File: src/sadc_pkg.sv
// Purpose: Shared constants and types for the SAR converter sequencer.
// Assumes: One clock, synchronous active-high reset, 8-bit registers.
// Notes:   Register indices are word indices; byte address is index * 4.

package sadc_pkg;

	// ---------------------------------------------------------------
	// Bus and register map
	// ---------------------------------------------------------------
	localparam int unsigned SADC_ADR_W = 8;
	localparam int unsigned SADC_DAT_W = 32;
	localparam logic [SADC_ADR_W-1:0] SADC_IDX_CTRL_ONE = 8'h1C;
	localparam logic [SADC_ADR_W-1:0] SADC_IDX_TIMING = 8'h1D;
	localparam logic [SADC_ADR_W-1:0] SADC_IDX_RES_LOW = 8'h1E;
	localparam logic [SADC_ADR_W-1:0] SADC_IDX_RES_HIGH = 8'h1F;
	localparam int unsigned SADC_IDX_LSB = 2;

	// ---------------------------------------------------------------
	// Field layouts and reset values
	// ---------------------------------------------------------------
	localparam int unsigned SADC_RES_W = 10;
	localparam int unsigned SADC_CNT_W = 11;
	localparam logic [1:0] SADC_MODE_OFF = 2'h0;
	localparam logic [1:0] SADC_MODE_SINGLE = 2'h1;
	localparam logic [1:0] SADC_MODE_REPEAT = 2'h3;
	localparam logic [7:0] SADC_CTRL_ONE_RST = 8'h00;
	localparam logic [7:0] SADC_TIMING_RST = 8'h10;
	localparam logic [3:0] SADC_LOW_UNDEF = 4'h0;
	localparam logic [1:0] SADC_TIMING_UNDEF = 2'h0;
	localparam logic [3:0] SADC_CHAN_MAX = 4'h7;

	// Control register one: start, mode, input disable, channel.
	typedef struct packed {
		logic start;
		logic [1:0] mode;
		logic ain_dis;
		logic [3:0] chan;
	} sadc_ctrl_s;

	// Timing register: top bits, ladder select, fixed one, code, zero.
	typedef struct packed {
		logic [1:0] top;
		logic ladder;
		logic fixed_one;
		logic [2:0] time_code;
		logic fixed_zero;
	} sadc_timing_s;

	// ---------------------------------------------------------------
	// Conversion time in fc cycles
	// ---------------------------------------------------------------
	localparam logic [SADC_CNT_W-1:0] SADC_T39 = 11'h027;
	localparam logic [SADC_CNT_W-1:0] SADC_T78 = 11'h04E;
	localparam logic [SADC_CNT_W-1:0] SADC_T156 = 11'h09C;
	localparam logic [SADC_CNT_W-1:0] SADC_T312 = 11'h138;
	localparam logic [SADC_CNT_W-1:0] SADC_T624 = 11'h270;
	localparam logic [SADC_CNT_W-1:0] SADC_T1248 = 11'h4E0;

	// Reserved codes fall back to the longest time.
	function automatic logic [SADC_CNT_W-1:0] sadc_conv_cycles(
		input logic [2:0] code);
		case (code)
			3'h0: sadc_conv_cycles = SADC_T39;
			3'h2: sadc_conv_cycles = SADC_T78;
			3'h3: sadc_conv_cycles = SADC_T156;
			3'h4: sadc_conv_cycles = SADC_T312;
			3'h5: sadc_conv_cycles = SADC_T624;
			default: sadc_conv_cycles = SADC_T1248;
		endcase
	endfunction

endpackage

File: src/sadc_conv_timer.sv
// Purpose: Counts the programmed conversion time and flags its end.
// Assumes: load_i is stable in the cycle start_i is high.
// Notes:   done_o is a one-cycle pulse; abort_i wins over completion.

module sadc_conv_timer import sadc_pkg::*; #(
	parameter int unsigned CNT_W = SADC_CNT_W
) (
	// Clock and reset
	input wire logic clk_i,
	input wire logic rst_i,
	// Control
	input wire logic start_i,
	input wire logic abort_i,
	input wire logic [CNT_W-1:0] load_i,
	// Status
	output logic running_o,
	output logic done_o
);

	logic [CNT_W-1:0] count_reg;
	logic [CNT_W-1:0] count_next;
	logic run_reg;
	logic run_next;
	logic last_w;

	// Last cycle of a running conversion.
	assign last_w = run_reg && (count_reg == {{(CNT_W-1){1'b0}}, 1'b1});
	// A start does not hide completion; gating on it would close a loop
	// through the repeat restart.
	assign done_o = last_w && !abort_i;
	assign running_o = run_reg;

	// Next-state of the down counter.
	always_comb begin
		count_next = count_reg;
		run_next = run_reg;
		if (abort_i) begin
			run_next = 1'b0;
		end else if (start_i) begin
			count_next = load_i;
			run_next = 1'b1;
		end else if (last_w) begin
			run_next = 1'b0;
		end else if (run_reg) begin
			count_next = count_reg - {{(CNT_W-1){1'b0}}, 1'b1};
		end
	end

	// Counter registers.
	always_ff @(posedge clk_i) begin
		if (rst_i) begin
			count_reg <= '0;
			run_reg <= 1'b0;
		end else begin
			count_reg <= count_next;
			run_reg <= run_next;
		end
	end

endmodule // sadc_conv_timer

File: src/sadc_sar.sv
// Purpose: Successive-approximation register, one decision a cycle.
// Assumes: comp_i is high when the input is above the trial code.
// Notes:   Finishes long before the shortest conversion time ends.

module sadc_sar import sadc_pkg::*; #(
	parameter int unsigned RES_W = SADC_RES_W
) (
	// Clock and reset
	input wire logic clk_i,
	input wire logic rst_i,
	// Control
	input wire logic start_i,
	input wire logic comp_i,
	// Trial code to the ladder and final value
	output logic [RES_W-1:0] trial_o
);

	logic [RES_W-1:0] code_reg;
	logic [RES_W-1:0] bit_reg;

	assign trial_o = code_reg | bit_reg;

	// Keep the trial bit when the comparator says input is higher.
	always_ff @(posedge clk_i) begin
		if (rst_i) begin
			code_reg <= '0;
			bit_reg <= '0;
		end else if (start_i) begin
			code_reg <= '0;
			bit_reg <= {1'b1, {(RES_W-1){1'b0}}};
		end else if (bit_reg != '0) begin
			code_reg <= comp_i ? trial_o : code_reg;
			bit_reg <= bit_reg >> 1;
		end
	end

endmodule // sadc_sar

File: src/sadc_seq.sv
// Purpose: Control, timing and result registers of a 10-bit SAR
//          converter, reached over a classic Wishbone slave.
// Assumes: standby_i is high while the chip is in stop, slow or sleep.
// Notes:   Each register answers one cycle after its request.

module sadc_seq import sadc_pkg::*; #(
	parameter int unsigned RES_W = SADC_RES_W
) (
	// Clock and reset
	input wire logic clk_i,
	input wire logic rst_i,
	// Classic Wishbone slave
	input wire logic cyc_i,
	input wire logic stb_i,
	input wire logic we_i,
	input wire logic [SADC_ADR_W-1:0] adr_i,
	input wire logic [3:0] sel_i,
	input wire logic [SADC_DAT_W-1:0] dat_i,
	output logic [SADC_DAT_W-1:0] dat_o,
	output logic ack_o,
	// Chip power mode
	input wire logic standby_i,
	// Analog front end
	input wire logic comp_i,
	output logic [RES_W-1:0] trial_code_o,
	output logic [3:0] channel_select_o,
	output logic analog_input_disable_o,
	output logic ladder_connect_o,
	output logic sample_o,
	// Completion event
	output logic conversion_done_irq_o
);

	// ---------------------------------------------------------------
	// Declarations
	// ---------------------------------------------------------------
	typedef enum logic [0:0] {
		SADC_IDLE,
		SADC_CONVERT
	} sadc_state_e;

	sadc_state_e state_reg;
	sadc_state_e state_next;
	sadc_ctrl_s ctrl_reg;
	sadc_ctrl_s ctrl_next;
	sadc_ctrl_s ctrl_wr;
	sadc_timing_s timing_reg;
	sadc_timing_s timing_next;
	sadc_timing_s timing_wr;
	logic [RES_W-1:0] result_reg;
	logic [RES_W-1:0] result_next;
	logic eoc_reg;
	logic eoc_next;
	logic busy_reg;
	logic busy_next;
	logic irq_reg;
	logic ack_reg;
	logic [SADC_DAT_W-1:0] dat_reg;
	logic [SADC_DAT_W-1:0] rd_mux;
	localparam int unsigned IDX_W = SADC_ADR_W - SADC_IDX_LSB;
	logic [IDX_W-1:0] idx_w;
	logic req_w;
	logic take_w;
	logic wr_w;
	logic rd_w;
	logic hit_ctrl_w;
	logic hit_timing_w;
	logic hit_low_w;
	logic hit_high_w;
	logic wr_ctrl_w;
	logic wr_timing_w;
	logic rd_high_w;
	logic mode_run_w;
	logic start_w;
	logic restart_w;
	logic abort_w;
	logic conv_start_w;
	logic done_w;
	logic running_w;
	logic [7:0] status_byte;
	logic [7:0] timing_byte;
	logic [7:0] high_byte;
	logic [SADC_CNT_W-1:0] load_w;

	// ---------------------------------------------------------------
	// Wishbone decode
	// ---------------------------------------------------------------

	// Word index from the byte address; one access per request.
	assign idx_w = adr_i[SADC_ADR_W-1:SADC_IDX_LSB];
	assign req_w = cyc_i && stb_i;
	assign take_w = req_w && ack_reg;
	assign wr_w = take_w && we_i && sel_i[0];
	assign rd_w = take_w && !we_i;
	// The package holds word indices, so they compare at index width.
	assign hit_ctrl_w = idx_w == SADC_IDX_CTRL_ONE[IDX_W-1:0];
	assign hit_timing_w = idx_w == SADC_IDX_TIMING[IDX_W-1:0];
	assign hit_low_w = idx_w == SADC_IDX_RES_LOW[IDX_W-1:0];
	assign hit_high_w = idx_w == SADC_IDX_RES_HIGH[IDX_W-1:0];
	assign wr_ctrl_w = wr_w && hit_ctrl_w && !standby_i;
	assign wr_timing_w = wr_w && hit_timing_w && !standby_i;
	assign rd_high_w = rd_w && hit_high_w;
	assign ctrl_wr = sadc_ctrl_s'(dat_i[7:0]);
	assign timing_wr = sadc_timing_s'(dat_i[7:0]);

	// Read images of the registers.
	// status layout
	assign status_byte = {result_reg[1:0], eoc_reg, busy_reg,
		SADC_LOW_UNDEF};
	assign timing_byte = {SADC_TIMING_UNDEF, timing_reg[5:0]};
	assign high_byte = result_reg[RES_W-1:RES_W-8];
	assign rd_mux = hit_ctrl_w ? {24'h000000, ctrl_reg} :
		hit_timing_w ? {24'h000000, timing_byte} :
		hit_low_w ? {24'h000000, status_byte} :
		hit_high_w ? {24'h000000, high_byte} : '0;

	// Ack one cycle after the request; read data is captured with it.
	// Data is taken in the first cycle, before a read side effect lands
	// at the acknowledged edge.
	always_ff @(posedge clk_i) begin
		if (rst_i) begin
			ack_reg <= 1'b0;
			dat_reg <= '0;
		end else begin
			ack_reg <= req_w && !ack_reg;
			dat_reg <= (req_w && !ack_reg) ? rd_mux : dat_reg;
		end
	end

	assign ack_o = ack_reg;
	assign dat_o = dat_reg;

	// ---------------------------------------------------------------
	// Start, restart and abort decisions
	// ---------------------------------------------------------------

	assign mode_run_w = (ctrl_reg.mode == SADC_MODE_SINGLE) ||
		(ctrl_reg.mode == SADC_MODE_REPEAT);
	assign start_w = ctrl_reg.start && mode_run_w && !standby_i;
	// repeat restart
	// Only a conversion in flight may restart itself.
	assign restart_w = done_w && (state_reg == SADC_CONVERT) &&
		(ctrl_reg.mode == SADC_MODE_REPEAT) && !standby_i;
	// standby aborts
	// Abort outranks any start, so a cut conversion never stores.
	assign abort_w = standby_i || (ctrl_reg.mode == SADC_MODE_OFF);
	assign conv_start_w = (start_w || restart_w) && !abort_w;
	assign load_w = sadc_conv_cycles(timing_reg.time_code);

	// Conversion time counter.
	sadc_conv_timer #(
		.CNT_W(SADC_CNT_W)
	) u_timer (
		.clk_i(clk_i),
		.rst_i(rst_i),
		.start_i(conv_start_w),
		.abort_i(abort_w),
		.load_i(load_w),
		.running_o(running_w),
		.done_o(done_w)
	);

	// Bit-decision engine driving the ladder.
	sadc_sar #(
		.RES_W(RES_W)
	) u_sar (
		.clk_i(clk_i),
		.rst_i(rst_i),
		.start_i(conv_start_w),
		.comp_i(comp_i),
		.trial_o(trial_code_o)
	);

	// ---------------------------------------------------------------
	// Sequencer state
	// ---------------------------------------------------------------

	// Tracks whether a conversion is in flight.
	always_comb begin
		state_next = state_reg;
		case (state_reg)
			SADC_IDLE: begin
				if (conv_start_w) begin
					state_next = SADC_CONVERT;
				end
			end
			SADC_CONVERT: begin
				// Abort ends it; a start in its last cycle keeps it going.
				if (abort_w) begin
					state_next = SADC_IDLE;
				end else if (done_w && !conv_start_w) begin
					state_next = SADC_IDLE;
				end
			end
			default: begin
				state_next = SADC_IDLE;
			end
		endcase
	end

	// ---------------------------------------------------------------
	// Control registers
	// ---------------------------------------------------------------

	// Control register one next value.
	always_comb begin
		ctrl_next = ctrl_reg;
		if (wr_ctrl_w) begin
			ctrl_next = ctrl_wr;
		end
		if (conv_start_w && start_w) begin
			ctrl_next.start = 1'b0;
		end
		if (standby_i) begin
			ctrl_next = sadc_ctrl_s'(SADC_CTRL_ONE_RST);
		end
	end

	// Timing register next value.
	always_comb begin
		timing_next = timing_reg;
		if (wr_timing_w) begin
			timing_next = timing_wr;
		end
		if (standby_i) begin
			timing_next = sadc_timing_s'(SADC_TIMING_RST);
		end
	end

	// ---------------------------------------------------------------
	// Result and flags
	// ---------------------------------------------------------------

	// Result capture, done flag and busy flag.
	always_comb begin
		result_next = result_reg;
		eoc_next = eoc_reg;
		busy_next = busy_reg;
		if (rd_high_w) begin
			eoc_next = 1'b0;
		end
		if (conv_start_w) begin
			eoc_next = 1'b0;
		end
		if (conv_start_w) begin
			busy_next = 1'b1;
		end else if (done_w || abort_w) begin
			busy_next = 1'b0;
		end
		// Completion is applied after the clears, so its set wins over a clear in
		// the same cycle and a repeat restart still shows the result.
		// store and flag
		if (done_w && !abort_w) begin
			result_next = trial_code_o;
			eoc_next = 1'b1;
		end
		if (standby_i) begin
			result_next = '0;
			eoc_next = 1'b0;
			busy_next = 1'b0;
		end
	end

	// State and register updates.
	always_ff @(posedge clk_i) begin
		if (rst_i) begin
			state_reg <= SADC_IDLE;
			ctrl_reg <= sadc_ctrl_s'(SADC_CTRL_ONE_RST);
			timing_reg <= sadc_timing_s'(SADC_TIMING_RST);
			result_reg <= '0;
			eoc_reg <= 1'b0;
			busy_reg <= 1'b0;
			irq_reg <= 1'b0;
		end else begin
			state_reg <= state_next;
			ctrl_reg <= ctrl_next;
			timing_reg <= timing_next;
			result_reg <= result_next;
			eoc_reg <= eoc_next;
			busy_reg <= busy_next;
			irq_reg <= done_w && !abort_w;
		end
	end

	// ---------------------------------------------------------------
	// Front-end outputs
	// ---------------------------------------------------------------

	// Standby wins so that no current flows from the reference.
	// ladder while running or always
	assign ladder_connect_o = !standby_i &&
		(timing_reg.ladder || running_w);
	// Reserved codes show as the last valid input, never beyond it.
	// reserved channel codes
	assign channel_select_o = (ctrl_reg.chan > SADC_CHAN_MAX) ?
		SADC_CHAN_MAX : ctrl_reg.chan;
	assign analog_input_disable_o = ctrl_reg.ain_dis;
	// The sample pulse marks the start edge of every conversion.
	assign sample_o = conv_start_w;
	assign conversion_done_irq_o = irq_reg;

endmodule // sadc_seq

File: config.mk
export PLATFORM = sky130hd
export DESIGN_NAME = sadc_seq
export DESIGN_NICKNAME = d
export VERILOG_FILES = /design/src/sadc_pkg.sv /design/src/sadc_conv_timer.sv /design/src/sadc_sar.sv /design/src/sadc_seq.sv
export SDC_FILE = /design/constraint.sdc
export NUM_CORES = 1
export LEC_CHECK = 0
export BUFFER_PORTS_ARGS = -buffer_cell sky130_fd_sc_hd__buf_2
export CORE_UTILIZATION = 55
export DETAILED_ROUTE_END_ITERATION = 8
export PLACE_DENSITY = 0.82
export SLEW_MARGIN = 20
export SYNTH_ARGS = -nofsm -noshare
export SYNTH_HDL_FRONTEND = slang
export SYNTH_SLANG_ARGS = --single-unit
File: constraint.sdc
create_clock -name clk_i -period 3.6 [get_ports clk_i]
set_input_delay 0.72 -clock clk_i [delete_from_list [all_inputs] [get_ports clk_i]]
set_output_delay 0.72 -clock clk_i [all_outputs]
set_load 0.03 [all_outputs]
==> metrics.txt <==
# TYPE chip_impl_metric gauge
chip_impl_metric{name="seqPwrFrac",unit="%"} 48.7
chip_impl_metric{name="ys_async_sr_fraction",unit="%"} 0
chip_impl_info{name="r2r-start",value="u_timer.count_reg[1]$_SDFFE_PP0P_"} 1
chip_impl_info{name="outcome",value="finished, final reports clean"} 1
chip_impl_metric{name="synthDistinctLibCells",unit=""} 53
chip_impl_metric{name="avgRoutedWirePerCell",unit="um"} 14.53
chip_impl_metric{name="start_util",unit="%"} 58.00
chip_impl_info{name="postSynth.topFlopCell",value="dfxtp_1"} 1
chip_impl_metric{name="route.met2.wl",unit="um"} 3472
chip_impl_metric{name="drt-initial-drc-count",unit=""} 162
chip_impl_metric{name="max-vdd-ir-drop",unit="mV"} 0.3485
chip_impl_metric{name="cellLeakagePower",unit="nW"} 1.561
chip_impl_metric{name="internal_power",unit="W"} 0.001192
chip_impl_metric{name="track_usage",unit="%"} 24.40
chip_impl_metric{name="power.total",unit="W"} 0.001566
chip_impl_metric{name="detail_routed_via_count_per_cell",unit=""} 5.547
chip_impl_metric{name="number_of_setup_buffers_added_after_cts",unit=""} 0
chip_impl_metric{name="place_congestion",unit=""} 0.8025
chip_impl_metric{name="n_antenna_cell",unit=""} 0
chip_impl_metric{name="finalWirelength",unit="um"} 7089
chip_impl_metric{name="seq_total_area_yosys",unit="%"} 42.72
chip_impl_info{name="critPathCaptureType",value="primary output"} 1
chip_impl_metric{name="comb_power_share",unit="%"} 5.0
chip_impl_metric{name="holdPathStages",unit=""} 2
chip_impl_metric{name="max_capacitance_violation_count",unit=""} 0
chip_impl_metric{name="top_level_ports",unit=""} 102
chip_impl_metric{name="power.switching_fraction",unit="%"} 23.88
chip_impl_metric{name="die-width",unit="um"} 78.67
chip_impl_metric{name="worst-slew-pin-transition",unit="ns"} 0.6433
chip_impl_info{name="grt_setup_unrepaired",value="no"} 1
chip_impl_metric{name="die_y",unit="um"} 78.67
chip_impl_metric{name="first_global_vias",unit=""} 2460
chip_impl_metric{name="worstSkewPairLatency",unit="ns"} 0.35
chip_impl_info{name="critical_path.cell_chain",value="inv_1 > ha_1 > or4b_1 > nor4_4 > o21ai_2 > inv_2 > buf_2"} 1
chip_impl_metric{name="total_switching_power",unit="W"} 0.0003741
chip_impl_metric{name="die_area",unit="um2"} 6189
chip_impl_metric{name="ratio_of_cells_with_drive_above_1_in_the_final_layout",unit="%"} 23.08
chip_impl_metric{name="r2r_slack",unit="ns"} 1.28
chip_impl_metric{name="min_period",unit="ns"} 2.896
chip_impl_metric{name="netlist.area_leader.share",unit="%"} 42.72
chip_impl_metric{name="period_share",unit="%"} 80.44
chip_impl_metric{name="final_report_hold_violation_count",unit=""} 0
chip_impl_metric{name="hpwlAfterDp",unit="um"} 4917
chip_impl_info{name="synth_common_cells",value="dfxtp_1 (69), nor2_1 (59), buf_4 (25)"} 1
chip_impl_info{name="cp_launch_point",value="u_timer.count_reg[1]$_SDFFE_PP0P_"} 1
chip_impl_info{name="hp-class",value="register to register"} 1
chip_impl_metric{name="clk_pin_slew",unit="ns"} 0.08
chip_impl_metric{name="grt_overflow",unit=""} 0
chip_impl_metric{name="post_synth_inst_count",unit=""} 376
chip_impl_metric{name="synth-seq-cells",unit=""} 69
chip_impl_metric{name="tns",unit="ns"} 0
chip_impl_metric{name="cts-hold-fix-buffers",unit=""} 0
chip_impl_metric{name="timing.final.max_slew_violations",unit=""} 0
chip_impl_metric{name="drt-pass1-iter-count",unit=""} 4
chip_impl_info{name="clock-root-buffer",value="clkbuf_8"} 1
chip_impl_metric{name="setup-violations-final",unit=""} 0
chip_impl_metric{name="count_of_input_and_output_buffers",unit=""} 47
chip_impl_metric{name="netlist_area",unit="um2"} 3233
chip_impl_metric{name="max_freq",unit="MHz"} 345.3
chip_impl_metric{name="clkPwrFrac",unit="%"} 46.3
chip_impl_metric{name="largest_register_ffs",unit=""} 11
chip_impl_metric{name="tritoncts.num_buffers",unit=""} 9
chip_impl_metric{name="total_via_count_in_the_routed_design",unit=""} 2707
chip_impl_metric{name="grt_start_max_net_pins",unit=""} 26
chip_impl_info{name="r2r_end",value="u_timer.count_reg[9]$_SDFFE_PP0P_"} 1
chip_impl_metric{name="yosys_warnings",unit=""} 0
chip_impl_metric{name="grt_pass1_wl",unit="um"} 11630
chip_impl_info{name="netlist.top_cell.by_area",value="dfxtp_1"} 1
chip_impl_metric{name="ctsLongestPathBuffers",unit=""} 2
chip_impl_metric{name="power.density_cell_area",unit="nW/um2"} 436.5
chip_impl_info{name="worstSetupEndpoint",value="sample_o"} 1
chip_impl_metric{name="post_cts_resized",unit=""} 0
chip_impl_metric{name="grt_antenna_before_repair",unit=""} 0
chip_impl_metric{name="htreeDepth",unit=""} 3
chip_impl_info{name="slowest_stage_cell_crit_path",value="or4b_1"} 1
chip_impl_metric{name="worst_ep_required_time",unit="ns"} 2.88
chip_impl_info{name="kind_of_start_point_of_the_critical_path",value="register"} 1
chip_impl_info{name="cts_tree",value="yes"} 1
chip_impl_metric{name="core_region_area",unit="um2"} 5574
chip_impl_metric{name="syn_to_final_growth",unit="%"} 10.99
chip_impl_metric{name="timing.critical_path.fanout_max",unit=""} 8
chip_impl_metric{name="cts_num_sinks",unit=""} 69
chip_impl_metric{name="critPathMaxStageDelay",unit="ns"} 0.54
chip_impl_metric{name="worstPathArrival",unit="ns"} 2.18
chip_impl_info{name="routed.top_layer",value="met4"} 1
chip_impl_info{name="post_synth_main_area_contributors",value="dfxtp_1 (43%), nor2_1 (6.8%), buf_4 (5.8%)"} 1
chip_impl_metric{name="finish.net_count",unit=""} 464
chip_impl_info{name="synth_most_common_cell",value="dfxtp_1"} 1
chip_impl_metric{name="routed_length_on_met3",unit="um"} 372
chip_impl_info{name="critical_path_class",value="register to primary output"} 1
chip_impl_metric{name="worst_reg2reg_path_depth",unit=""} 8
chip_impl_metric{name="skew",unit="ns"} 0.006927
chip_impl_metric{name="post_route_met1_wirelength",unit="um"} 3142
chip_impl_metric{name="fp_rows",unit=""} 27
chip_impl_metric{name="remaining_drc_errors",unit=""} 0
chip_impl_metric{name="detail-route-antenna-nets",unit=""} 0
chip_impl_metric{name="relative_slew_slack",unit="%"} 56.96
chip_impl_metric{name="synth_area_per_cell",unit="um2"} 8.599
chip_impl_metric{name="synth_enable_flop_cells",unit=""} 0
power groups by stage:
stage / Combinational, W / Clock (W) / Sequential, W
after global routing: 0.0000844 / 0.000764 / 0.000763
after CTS: 0.0000780 / 0.000733 / 0.000763
after floorplan: 0.0000795 / 0 / 0.000782
after global placement: 0.0000772 / 0 / 0.000781
after detailed placement: 0.0000779 / 0 / 0.000781
final: 0.0000788 / 0.000725 / 0.000763
layout make-up:
type	instances	area [um2]
fill	483	1986
multi-input combinational	278	1624
sequential	69	1381
timing repair buffer	48	242.7
clock buffer	10	137.6
clock inverter	6	93.84
tap	72	90.09
inverter	5	18.77
logic make-up (layout without fill, tap and decap cells):
logic type                 Yosys count  in the layout  synth area share, %
and+or+nand+nor                    168            168                26.90
buffers and inverters               53             69                9.829
other                                1             25               0.1160
muxes                               16             16                5.882
DFF                                 69             69                42.72
xor gates and xnor gates             6              6                1.625
adders and majority gates            2              2               0.7739
AOI/OAI and AO/OA                   61             61                12.15
through the flow:
step	hold WS [ns]	cells	utilization [%]	cell area [um2]	worst slack, ns
2_1_floorplan	0.4285	400	-	3323	1.259
3_3_place_gp	0.4400	472	60.22	3357	1.122
3_5_place_dp	0.4499	472	60.22	3357	1.095
4_1_cts	0.4679	488	64.38	3588	0.7134
5_1_grt	0.4826	488	64.38	3588	0.5800
6_report	0.4641	488	64.38	3588	0.7043
layer usage:
metal	vias to the layer above	global-route usage, %
met2	79	39.22
met3	12	5.233
met5	-	0
met4	0	10.93
li1	1324	-
met1	1292	31.25
critical path, delay by kind of cell (launching register included):
kind            cells  cell delay [ns]
compound gates      1             0.10
fa+ha+maj           1             0.18
buf+inv             3             0.44
flops               1             0.33
simple gates        2             0.78
layout by cell type (no fill, tap or decap), drive strengths merged, types with 8 or more instances in the layout:
cell type	Yosys	routed
nor3	25	25
nand2	24	24
clkbuf	15	10
a211oi	8	8
a21oi	24	24
a22oi	8	8
mux2i	10	10
dfxtp	69	69
conb	1	25
buf	33	48
or2	17	17
and3	11	11
nand3	8	8
nor2	60	60
worst min path at each step:
stage                              startpoint                              to  slack, ns
2_1_floorplan  u_sar.code_reg[0]$_SDFFE_PP0P_  u_sar.code_reg[0]$_SDFFE_PP0P_       0.43
3_3_place_gp   u_sar.code_reg[8]$_SDFFE_PP0P_  u_sar.code_reg[8]$_SDFFE_PP0P_       0.44
3_5_place_dp   u_sar.code_reg[0]$_SDFFE_PP0P_  u_sar.code_reg[0]$_SDFFE_PP0P_       0.45
4_1_cts              ctrl_reg[1]$_SDFFE_PP0P_        ctrl_reg[1]$_SDFFE_PP0P_       0.47
5_1_grt              ctrl_reg[1]$_SDFFE_PP0P_        ctrl_reg[1]$_SDFFE_PP0P_       0.48
6_report       u_sar.code_reg[3]$_SDFFE_PP0P_  u_sar.code_reg[3]$_SDFFE_PP0P_       0.46
No activity file was read; power rests on OpenSTA's default activity.
